### src/design/bmsc_pkg.sv
package bmsc_pkg;
  // ==========================================================
  // register map (apb byte addresses)
  localparam logic [15:0] BMSC_ADDR_EMU_STATUS = 16'hfe0a;
  localparam logic [15:0] BMSC_ADDR_SYSCFG     = 16'hfe10;
  localparam logic [15:0] BMSC_ADDR_BUSCFG0    = 16'hfe14;
  localparam logic [15:0] BMSC_ADDR_BOOTSTAT   = 16'hfe18;
  localparam logic [15:0] BMSC_ADDR_CONTROL    = 16'hfe1c;
  localparam logic [15:0] BMSC_ADDR_FLASH_BASE = 16'hfe20;

  // ==========================================================
  // strap codes
  localparam logic [1:0] BMSC_STRAP_ALT    = 2'b01;
  localparam logic [1:0] BMSC_STRAP_BSL    = 2'b10;
  localparam logic [1:0] BMSC_STRAP_NORMAL = 2'b11;
  localparam int BMSC_STRAP_LSB = 4;

  // ==========================================================
  // field positions
  localparam int BMSC_ALT_FLAG_BIT  = 5;
  localparam int BMSC_ROM_EN_BIT    = 10;
  localparam int BMSC_BYTE_DIS_BIT  = 9;
  localparam int BMSC_BUS_ACT_BIT   = 10;
  localparam int BMSC_ALE_LONG_BIT  = 9;
  localparam int BMSC_BUS_TYPE_FIELD_LSB      = 6;
  localparam int BMSC_BYTE_HIGH_DISABLE_BIT_STRAP  = 7;
  localparam int BMSC_BUS_TYPE_FIELD_STRAP    = 6;

  // ==========================================================
  // flash word addresses (24-bit)
  localparam logic [23:0] BMSC_USR_OP0 = 24'h00_0000;
  localparam logic [23:0] BMSC_USR_OP1 = 24'h00_1ffc;
  localparam logic [23:0] BMSC_USR_REF = 24'h00_1ffe;
  localparam logic [23:0] BMSC_ALT_OP0 = 24'h09_0000;
  localparam logic [23:0] BMSC_ALT_OP1 = 24'h09_1ffc;
  localparam logic [23:0] BMSC_ALT_REF = 24'h09_1ffe;

  // ==========================================================
  // reset values and words
  localparam logic [15:0] BMSC_ZERO16 = 16'h0000;
  localparam logic [15:0] BMSC_ONES16 = 16'hffff;
  localparam logic [7:0]  BMSC_SEL_BOTH = 8'h03;
  localparam logic [7:0]  BMSC_SEL_UART = 8'h01;
  localparam logic [7:0]  BMSC_SEL_CAN  = 8'h02;

  // ==========================================================
  // boot outcome codes
  typedef enum logic [2:0]
  {
    BMSC_OUT_NONE      = 3'b000,
    BMSC_OUT_NORMAL    = 3'b001,
    BMSC_OUT_BSL       = 3'b010,
    BMSC_OUT_USER_SIG  = 3'b011,
    BMSC_OUT_ALT_SIG   = 3'b100,
    BMSC_OUT_SELECTIVE = 3'b101,
    BMSC_OUT_LOOP      = 3'b110,
    BMSC_OUT_TEST      = 3'b111
  } bmsc_outcome_e;

  typedef enum logic [3:0]
  {
    BMSC_ST_IDLE    = 4'b0000,
    BMSC_ST_DECODE  = 4'b0001,
    BMSC_ST_RD      = 4'b0010,
    BMSC_ST_WAIT    = 4'b0011,
    BMSC_ST_EVAL    = 4'b0100,
    BMSC_ST_DONE    = 4'b0101
  } bmsc_state_e;
endpackage

### src/design/bmsc_sig_calc.sv
`timescale 1ns/1ps
module bmsc_sig_calc
  import bmsc_pkg::*;
(
  // operands
  input  wire logic [15:0] op0,
  input  wire logic [15:0] op1,
  input  wire logic [15:0] ref_word,
  // result
  output logic             pass
);
  logic [15:0] sum;
  logic [15:0] sig;

  // ==========================================================
  // signature
  assign sum = op0 + op1;
  assign sig = {sum[15:8], ~sum[7:0]};
  assign pass = (sig == ref_word);
endmodule

### src/design/bmsc_top.sv
// What this block does
// - strap 01 enters alternate boot, checks signatures
// - strap 11 gives ordinary reset start-up
// - strap 10 starts loader, clears alternate indicator
// - other straps select internal test modes
// - watchdog off in alternate boot; reset soft
// - bootstrap forces rom enable; byte-disable from strap
// - external access high clears bus config zero
// - access low sets active, lengthen, bus type
// - alternate boot left only by reset
// - user signature words at 000000,001ffc,001ffe
// - alternate signature words at 090000,091ffc,091ffe
// - pass when sum with inverted low byte matches
// - read-only alternate flag bit 5 at fe0a
// - no signature: reread, zeros or ones go loader
// - low byte bits pick uart and can
// - 03,01,02 poll; other values loop forever
// - straps sampled from port zero at reset rise
//
// The APB register port was decided locally.
`timescale 1ns/1ps
module bmsc_top
  import bmsc_pkg::*;
(
  // apb
  input  wire logic        pclk,
  input  wire logic        presetn,
  input  wire logic        psel,
  input  wire logic        penable,
  input  wire logic        pwrite,
  input  wire logic [15:0] paddr,
  input  wire logic [31:0] pwdata,
  output logic [31:0]      prdata,
  output logic             pready,
  output logic             pslverr,
  // pins
  input  wire logic        reset_input_pin,
  input  wire logic [7:0]  boot_strap_port_low,
  input  wire logic        external_access_pin,
  input  wire logic        soft_reset_req,
  input  wire logic        watchdog_reset_req,
  // flash read port
  output logic             flash_rd,
  output logic [23:0]      flash_addr,
  input  wire logic        flash_ack,
  input  wire logic [15:0] flash_data,
  // boot results
  output logic             boot_done,
  output logic [2:0]       boot_outcome,
  output logic [23:0]      start_addr,
  output logic             watchdog_enable,
  output logic             poll_uart,
  output logic             poll_can,
  output logic             test_mode,
  output logic             alternate_boot_flag,
  output logic             soft_reset_out,
  output logic [15:0]      system_configuration_register,
  output logic [15:0]      bus_configuration_zero
);
  // ==========================================================
  // pin synchronisers
  logic [1:0]  rst_pin_sync_r;
  logic [7:0]  strap_s1_r;
  logic [7:0]  strap_s2_r;
  logic [1:0]  ea_sync_r;
  logic        rst_pin_prev_r;
  logic        rst_rise;

  always_ff @(posedge pclk or negedge presetn)
  begin
    if (!presetn)
    begin
      rst_pin_sync_r <= 2'b00;
      strap_s1_r     <= 8'h00;
      strap_s2_r     <= 8'h00;
      ea_sync_r      <= 2'b00;
      rst_pin_prev_r <= 1'b0;
    end
    else
    begin
      rst_pin_sync_r <= {rst_pin_sync_r[0], reset_input_pin};
      strap_s1_r     <= boot_strap_port_low;
      strap_s2_r     <= strap_s1_r;
      ea_sync_r      <= {ea_sync_r[0], external_access_pin};
      rst_pin_prev_r <= rst_pin_sync_r[1];
    end
  end

  assign rst_rise = rst_pin_sync_r[1] & ~rst_pin_prev_r;

  // ==========================================================
  // strap latch; held until next reset pin rise or presetn
  logic [1:0] strap_r;
  logic [1:0] width_strap_r;
  logic       ea_low_r;

  always_ff @(posedge pclk or negedge presetn)
  begin
    if (!presetn)
    begin
      strap_r       <= BMSC_STRAP_NORMAL;
      width_strap_r <= 2'b00;
      ea_low_r      <= 1'b0;
    end
    else if (rst_rise)
    begin
      strap_r       <= strap_s2_r[BMSC_STRAP_LSB +: 2];
      width_strap_r <= strap_s2_r[BMSC_BUS_TYPE_FIELD_STRAP +: 2];
      ea_low_r      <= ~ea_sync_r[1];
    end
  end

  // ==========================================================
  // sequencer
  bmsc_state_e   state_r;
  logic [1:0]    step_r;
  logic          alt_pass_r;
  logic [15:0]   op0_r;
  logic [15:0]   op1_r;
  logic          sig_pass;
  logic          soft_rst;
  logic [7:0]    sel_lo;

  assign soft_rst = soft_reset_req | (watchdog_reset_req & alternate_boot_flag);
  assign sel_lo   = flash_data[7:0];

  bmsc_sig_calc u_sig
  (
    .op0      (op0_r),
    .op1      (op1_r),
    .ref_word (flash_data),
    .pass     (sig_pass)
  );

  always_ff @(posedge pclk or negedge presetn)
  begin
    if (!presetn)
    begin
      state_r      <= BMSC_ST_IDLE;
      step_r       <= 2'b00;
      alt_pass_r   <= 1'b0;
      op0_r        <= BMSC_ZERO16;
      op1_r        <= BMSC_ZERO16;
      flash_rd     <= 1'b0;
      flash_addr   <= BMSC_USR_OP0;
      boot_done    <= 1'b0;
      boot_outcome <= BMSC_OUT_NONE;
      start_addr   <= BMSC_USR_OP0;
      poll_uart    <= 1'b0;
      poll_can     <= 1'b0;
      test_mode    <= 1'b0;
    end
    else if (rst_rise || soft_rst)
    begin
      // a reset restarts decoding; the only exit from alternate boot
      state_r      <= BMSC_ST_DECODE;
      boot_done    <= 1'b0;
      boot_outcome <= BMSC_OUT_NONE;
      flash_rd     <= 1'b0;
      poll_uart    <= 1'b0;
      poll_can     <= 1'b0;
      test_mode    <= 1'b0;
    end
    else
    begin
      case (state_r)
        BMSC_ST_IDLE:
        begin
          state_r <= BMSC_ST_IDLE;
        end
        BMSC_ST_DECODE:
        begin
          case (strap_r)
            BMSC_STRAP_ALT:
            begin
              state_r    <= BMSC_ST_RD;
              step_r     <= 2'd0;
              alt_pass_r <= 1'b0;
              flash_addr <= BMSC_USR_OP0;
              flash_rd   <= 1'b1;
            end
            BMSC_STRAP_NORMAL:
            begin
              state_r      <= BMSC_ST_DONE;
              boot_outcome <= BMSC_OUT_NORMAL;
              start_addr   <= BMSC_USR_OP0;
              boot_done    <= 1'b1;
            end
            BMSC_STRAP_BSL:
            begin
              state_r      <= BMSC_ST_DONE;
              boot_outcome <= BMSC_OUT_BSL;
              boot_done    <= 1'b1;
            end
            default:
            begin
              state_r      <= BMSC_ST_DONE;
              boot_outcome <= BMSC_OUT_TEST;
              test_mode    <= 1'b1;
              boot_done    <= 1'b1;
            end
          endcase
        end
        BMSC_ST_RD:
        begin
          // request held until acknowledged
          if (flash_ack)
          begin
            flash_rd <= 1'b0;
            state_r  <= BMSC_ST_EVAL;
          end
        end
        BMSC_ST_EVAL:
        begin
          state_r  <= BMSC_ST_RD;
          flash_rd <= 1'b1;
          case (step_r)
            2'd0:
            begin
              op0_r      <= flash_data;
              step_r     <= 2'd1;
              flash_addr <= alt_pass_r ? BMSC_ALT_OP1 : BMSC_USR_OP1;
            end
            2'd1:
            begin
              op1_r      <= flash_data;
              step_r     <= 2'd2;
              flash_addr <= alt_pass_r ? BMSC_ALT_REF : BMSC_USR_REF;
            end
            2'd2:
            begin
              if (sig_pass)
              begin
                state_r      <= BMSC_ST_DONE;
                flash_rd     <= 1'b0;
                boot_done    <= 1'b1;
                boot_outcome <= alt_pass_r ? BMSC_OUT_ALT_SIG : BMSC_OUT_USER_SIG;
                start_addr   <= alt_pass_r ? BMSC_ALT_OP0 : BMSC_USR_OP0;
              end
              else if (!alt_pass_r)
              begin
                alt_pass_r <= 1'b1;
                step_r     <= 2'd0;
                flash_addr <= BMSC_ALT_OP0;
              end
              else
              begin
                step_r     <= 2'd3;
                flash_addr <= BMSC_USR_OP1;
              end
            end
            default:
            begin
              state_r   <= BMSC_ST_DONE;
              flash_rd  <= 1'b0;
              boot_done <= 1'b1;
              if (flash_data == BMSC_ZERO16 || flash_data == BMSC_ONES16)
              begin
                boot_outcome <= BMSC_OUT_BSL;
              end
              else if (sel_lo == BMSC_SEL_BOTH || sel_lo == BMSC_SEL_UART ||
                       sel_lo == BMSC_SEL_CAN)
              begin
                boot_outcome <= BMSC_OUT_SELECTIVE;
                poll_uart    <= sel_lo[0];
                poll_can     <= sel_lo[1];
              end
              else
              begin
                boot_outcome <= BMSC_OUT_LOOP;
              end
            end
          endcase
        end
        BMSC_ST_DONE:
        begin
          state_r <= BMSC_ST_DONE;
        end
        default:
        begin
          state_r <= BMSC_ST_IDLE;
        end
      endcase
    end
  end

  // ==========================================================
  // alternate flag, watchdog, configuration
  logic bootstrap_mode;
  assign bootstrap_mode = (strap_r == BMSC_STRAP_ALT) || (strap_r == BMSC_STRAP_BSL);

  always_ff @(posedge pclk or negedge presetn)
  begin
    if (!presetn)
    begin
      alternate_boot_flag           <= 1'b0;
      watchdog_enable               <= 1'b0;
      soft_reset_out                <= 1'b0;
      system_configuration_register <= BMSC_ZERO16;
      bus_configuration_zero        <= BMSC_ZERO16;
    end
    else
    begin
      soft_reset_out <= soft_rst;
      if (rst_rise || soft_rst)
      begin
        alternate_boot_flag <= 1'b0;
        watchdog_enable     <= 1'b0;
      end
      else if (state_r == BMSC_ST_DECODE)
      begin
        // bsl strap clears the indicator, alt strap sets it
        alternate_boot_flag <= (strap_r == BMSC_STRAP_ALT);
        watchdog_enable     <= !bootstrap_mode;
        system_configuration_register <= BMSC_ZERO16;
        system_configuration_register[BMSC_ROM_EN_BIT]   <= bootstrap_mode;
        system_configuration_register[BMSC_BYTE_DIS_BIT] <= width_strap_r[1];
        if (!ea_low_r)
        begin
          bus_configuration_zero <= BMSC_ZERO16;
        end
        else
        begin
          bus_configuration_zero <= BMSC_ZERO16;
          bus_configuration_zero[BMSC_BUS_ACT_BIT]   <= 1'b1;
          bus_configuration_zero[BMSC_ALE_LONG_BIT]  <= 1'b1;
          bus_configuration_zero[BMSC_BUS_TYPE_FIELD_LSB +: 2] <= width_strap_r;
        end
      end
    end
  end

  // ==========================================================
  // apb slave: zero wait, all registers read-only
  logic [31:0] rd_mux;
  logic        addr_ok;

  always_comb
  begin
    rd_mux  = 32'h0000_0000;
    addr_ok = 1'b1;
    case (paddr)
      BMSC_ADDR_EMU_STATUS: rd_mux[BMSC_ALT_FLAG_BIT] = alternate_boot_flag;
      BMSC_ADDR_SYSCFG:     rd_mux[15:0] = system_configuration_register;
      BMSC_ADDR_BUSCFG0:    rd_mux[15:0] = bus_configuration_zero;
      BMSC_ADDR_BOOTSTAT:   rd_mux[7:0]  = {boot_done, test_mode, poll_can, poll_uart,
                                            1'b0, boot_outcome};
      BMSC_ADDR_CONTROL:    rd_mux[1:0]  = strap_r;
      default:              addr_ok = 1'b0;
    endcase
  end

  always_ff @(posedge pclk or negedge presetn)
  begin
    if (!presetn)
    begin
      prdata  <= 32'h0000_0000;
      pready  <= 1'b0;
      pslverr <= 1'b0;
    end
    else
    begin
      pready  <= psel & ~penable;
      // writes are refused: every register here is read-only
      pslverr <= psel & ~penable & (~addr_ok | pwrite);
      prdata  <= (psel & ~penable & ~pwrite) ? rd_mux : 32'h0000_0000;
    end
  end
endmodule

### config.mk
export PLATFORM = sky130hd
export DESIGN_NAME = bmsc_top
export DESIGN_NICKNAME = d
export VERILOG_FILES = /design/src/design/bmsc_pkg.sv /design/src/design/bmsc_sig_calc.sv /design/src/design/bmsc_top.sv
export SDC_FILE = /design/constraint.sdc
export NUM_CORES = 1
export LEC_CHECK = 0
export ABC_AREA = 1
export ABC_CLOCK_PERIOD_IN_PS = 2900
export BUFFER_PORTS_ARGS = -buffer_cell sky130_fd_sc_hd__buf_2
export CAP_MARGIN = 20
export CORE_UTILIZATION = 51
export DETAILED_ROUTE_END_ITERATION = 6
export GPL_ROUTABILITY_DRIVEN = 0
export PLACE_DENSITY = 0.82
export SYNTH_ARGS = -nofsm -noshare
export SYNTH_HDL_FRONTEND = slang
export SYNTH_HIERARCHICAL = 1
export SYNTH_SLANG_ARGS = --single-unit
export TNS_END_PERCENT = 10
### constraint.sdc
create_clock -name pclk -period 2.9 [get_ports pclk]
set_input_delay 0.29 -clock pclk [delete_from_list [all_inputs] [get_ports pclk]]
set_output_delay 0.29 -clock pclk [all_outputs]
set_load 0.005 [all_outputs]
==> results.md <==
- Setup repair after global routing missed its margin: true
- Antenna violations before repair: 0
- Count of unresolved DRC violations after routing: 0
- Total of endpoints with negative setup slack in the final report: 0
- Core area: 11,000 sq um
- Starting Density: between 50% and 60%
- Tightest Hold Check Type: input pin to async pin
- Final critical-path share of the clock period: a little over nine tenths
- Area share of the leading cell type in the synthesized netlist: approximately 37%
- Cell count after synthesis: a little over 700
- Hold slack: ~0.0021 ns
- Final min period: between 2 and 3 ns
- Die W: about 110 um
- Number of max-slew violations in the final report: 0
- Largest voltage drop on the vdd net: approximately 380 uV
- Yosys cell types: 40
- Data required, critical path: 3.14 ns
- CP cell instances: ha_2 > inv_2 > fa_2 > inv_2 > nand2_2 > nand2_4 > nand3_2 > nand2_2 > nand2_1 > nand3b_1 > nand2_1 > nand2_1 > nor2_1 > nand2_1 > nor2_2 > nand2_1 > nand2_2 > nor3_2 > o21ai_1 > nand2_2 > nand2_4 > nand2_2 > o21ai_2
- Final core utilization: 58.3%
- Data arrival time at the worst-slack endpoint: about 3.0 ns
- Via count normalized by instance count: 4.81
- Number of search-and-repair iterations in the first detailed-routing pass: 5
- Number of antenna diodes: 0
- Max stage delay cell, worst path: sky130_fd_sc_hd__dfrtp_1
- Number of global-route vias before repair: ~4,000
- Portion of the post-synthesis area used by sequential elements: between 30 and 40%
- Worst reg2reg setup slack: between 0.1 and 0.15 ns
- Htree depth: 3
- Layout overhead on the synthesized area: 10.2%
- Cts hold-fix bufs: 0
- Worst Max-Slew Pin Slew: 0.721 ns
- Largest stage delay on the critical path: around 0.36 ns
- Cell area after technology mapping: ~5800 sq um
- Overall overflow remaining after global route: 0
- Vertical extent of the die: about 110 um
- Number of cells on the worst reg-to-reg path: 23
- Timing-limited maximum frequency: about 0.36 GHz
- Worst r2r src: op1_r[0]
- Total number of clock tree sinks: just under 90
- Final clock skew: around 0.006 ns
- PnR worst setup slack: approximately 0.12 ns
- Number of routed nets with antenna violations: 0
- Iteration-0 DRC count of the detailed router: between 200 and 300
- Clock tree from TritonCTS: done
- Number of buffers added on ports: 89
- Clock latency of the later-clocked register in the worst-skew pair: roughly 0.35 ns
- Dpl hpwl: about 8400 um
- Flip-flop and latch count after synthesis: 87
- Via count: between 4,000 and 5,000
- Worst Setup Slack post-DPL: about 0.13 ns
- Most frequent standard cell in the layout excluding fill and tap cells: sky130_fd_sc_hd__nand2_1
- Root buffer selected by CTS: sky130_fd_sc_hd__clkbuf_16
- Startpoint kind of the worst setup timing path: register
- Dominant cells by area after synthesis: sky130_fd_sc_hd__dfrtp_1 37%, sky130_fd_sc_hd__buf_4 12%, sky130_fd_sc_hd__nand2_1 12%, sky130_fd_sc_hd__ha_1 5.2%, sky130_fd_sc_hd__inv_1 5.0%
- Fraction of final layout cells sized beyond drive strength 1: 25.2%
- Die area: ~12,000 sq um
- Overall routing resource usage: between 15 and 20%
- CTS clock-pin slew for the worst setup and hold paths: 0.07 ns
- Cell taking the most area after synthesis: sky130_fd_sc_hd__dfrtp_1
- Max_slew headroom: 51.9%
- Maximum buffer depth of the clock tree: 2
- Kind of cell with the highest combined delay on the critical path: simple AND/OR/NAND/NOR gates
- Static power due to leakage: around 3.5 nW
- Maximum number of pins on one net before global-route repair: 57
- Worst Setup Path Type: register to register
- Power density normalized to cell area: around 630 nW/um^2
- Total count of hold-check failures in the final report: 0
- Warnings from Yosys: 6
- Total clock buffers created by CTS: 9
- # rows: 38
- Worst path buffer plus inverter count: 2
- First-pass GRT wire length: around 18,000 um
- Highest-count cells in the layout ignoring fill and taps: 178 x sky130_fd_sc_hd__nand2_1, 88 x sky130_fd_sc_hd__buf_2, 85 x sky130_fd_sc_hd__dfrtp_1
- Type of element capturing the critical path: register
- Maxcap violations: 0
- I/O pin count: 207
- Worst reg2reg path endpoint: flash_addr[12]
- Number of nets in the final layout: between 900 and 1,000
- CP Max Fanout: 5
- Average detailed-routed wire length per instance: about 12 um
- Final routed wirelength across all metal layers: around 11,000 um
- Result of the run: finished clean
- Avg Inst Size Synth: ~8.0 sq um
## registers in the layout (all words and copies together), names as in the netlist, 2 cells and up
signal,count
boot_outcome,3
bus_configuration_zero,3
ea_sync_r,2
flash_addr,3
op0_r,16
op1_r,16
prdata,9
rst_pin_sync_r,2
state_r,3
step_r,2
strap_r,2
strap_s1_r,4
strap_s2_r,4
system_configuration_register,2
width_strap_r,2
## routing by layer
layer  track usage, %  share of wire [%]  vias to the layer above
met5                0                  0                        -
li1                 -                  -                     2317
met1             26.0                 46                     2099
met2             31.1                 47                      164
met3             2.69                5.0                       21
met4             9.07                2.2                        0
## cell usage after synthesis (all sizes together)
master and n:
buf 101, or2 2, o21a 2, nand3b 4
nand4 14, nor2 62, o21bai 1, o21ai 52
fa 1, nor3b 2, xor2 6, o211ai 3
inv 83, ha 24, a31oi 2, a21oi 24
xnor2 8, a211oi 1, a22o 1, conb 1
nor3 5, nand3 39, dfstp 2, a31o 1
nand2 199, a21o 2, dfrtp 85
## cell type report
cell class | instances | area (sq um)
clock buffers | 9 | 225
clock inverters | 7 | 63.8
fillers | 969 | 4580
inverters | 83 | 312
multi-input cells | 537 | 2960
flip-flops and latches | 87 | 2180
well taps | 140 | 175
repair buffers | 93 | 490
## per-stage QoR
stage                     cell area [sq um]  total power, mW  TNS [ns]  cells
after detailed placement               5980             2.81         0    937
after global placement                 5980             2.78         0    937
after floorplan                        6110             2.59         0    807
after global routing                   6410             4.28    -0.315    956
after CTS                              6270             3.94         0    953
final                                  6410             4.01         0    956
## report_power, final
group / internal, mW / total (mW) / switching [mW]
registers: 1.42 / 1.58 / 0.161
logic: 0.544 / 1.32 / 0.774
clock network: 0.598 / 1.11 / 0.516
total: 2.56 / 4.01 / 1.45
## kinds of logic after synthesis
| group | count (synthesis) | synth area share, % |
|---|---|---|
| and+or+nand+nor | 327 | 25.8 |
| buffers and inverters | 184 | 18.8 |
| AOI/OAI and AO/OA | 89 | 10.3 |
| DFF | 87 | 37.5 |
| adders and majority gates | 25 | 5.51 |
| xor gates and xnor gates | 14 | 2.11 |
| other | 1 | 0.0645 |
## repair_timing
action                                  4_1_cts  5_1_grt
endpoints found under the setup margin        0       10
endpoints found under the hold margin         0        0
gates resized for setup                       0       28
setup buffers                                 0        2
## how the worst max path moves through the flow
stage / from / endpoint / slack (ns) / depth (start not counted)
after floorplan: op0_r[0] / boot_outcome[1] / 0.37 / 22
after global placement: op0_r[0] / flash_addr[16] / 0.15 / 23
after detailed placement: op0_r[0] / step_r[0] / 0.13 / 23
after CTS: op0_r[0] / flash_addr[1] / 0.07 / 23
after global routing: op1_r[0] / step_r[0] / -0.07 / 23
final: op1_r[0] / flash_addr[12] / 0.12 / 23
## worst reg2reg max path: stages, from the launching register on
cell and delay (ns):
sky130_fd_sc_hd__dfrtp_1 0.36, sky130_fd_sc_hd__ha_2 0.20, sky130_fd_sc_hd__inv_2 0.04, sky130_fd_sc_hd__fa_2 0.35
sky130_fd_sc_hd__inv_2 0.09, sky130_fd_sc_hd__nand2_2 0.09, sky130_fd_sc_hd__nand2_4 0.09, sky130_fd_sc_hd__nand3_2 0.08
sky130_fd_sc_hd__nand2_2 0.09, sky130_fd_sc_hd__nand2_1 0.07, sky130_fd_sc_hd__nand3b_1 0.09, sky130_fd_sc_hd__nand2_1 0.07
sky130_fd_sc_hd__nand2_1 0.06, sky130_fd_sc_hd__nor2_1 0.04, sky130_fd_sc_hd__nand2_1 0.08, sky130_fd_sc_hd__nor2_2 0.04
sky130_fd_sc_hd__nand2_1 0.08, sky130_fd_sc_hd__nand2_2 0.06, sky130_fd_sc_hd__nor3_2 0.21, sky130_fd_sc_hd__o21ai_1 0.11
sky130_fd_sc_hd__nand2_2 0.14, sky130_fd_sc_hd__nand2_4 0.10, sky130_fd_sc_hd__nand2_2 0.10, sky130_fd_sc_hd__o21ai_2 0.05
Power figures use the tool's default switching activity.
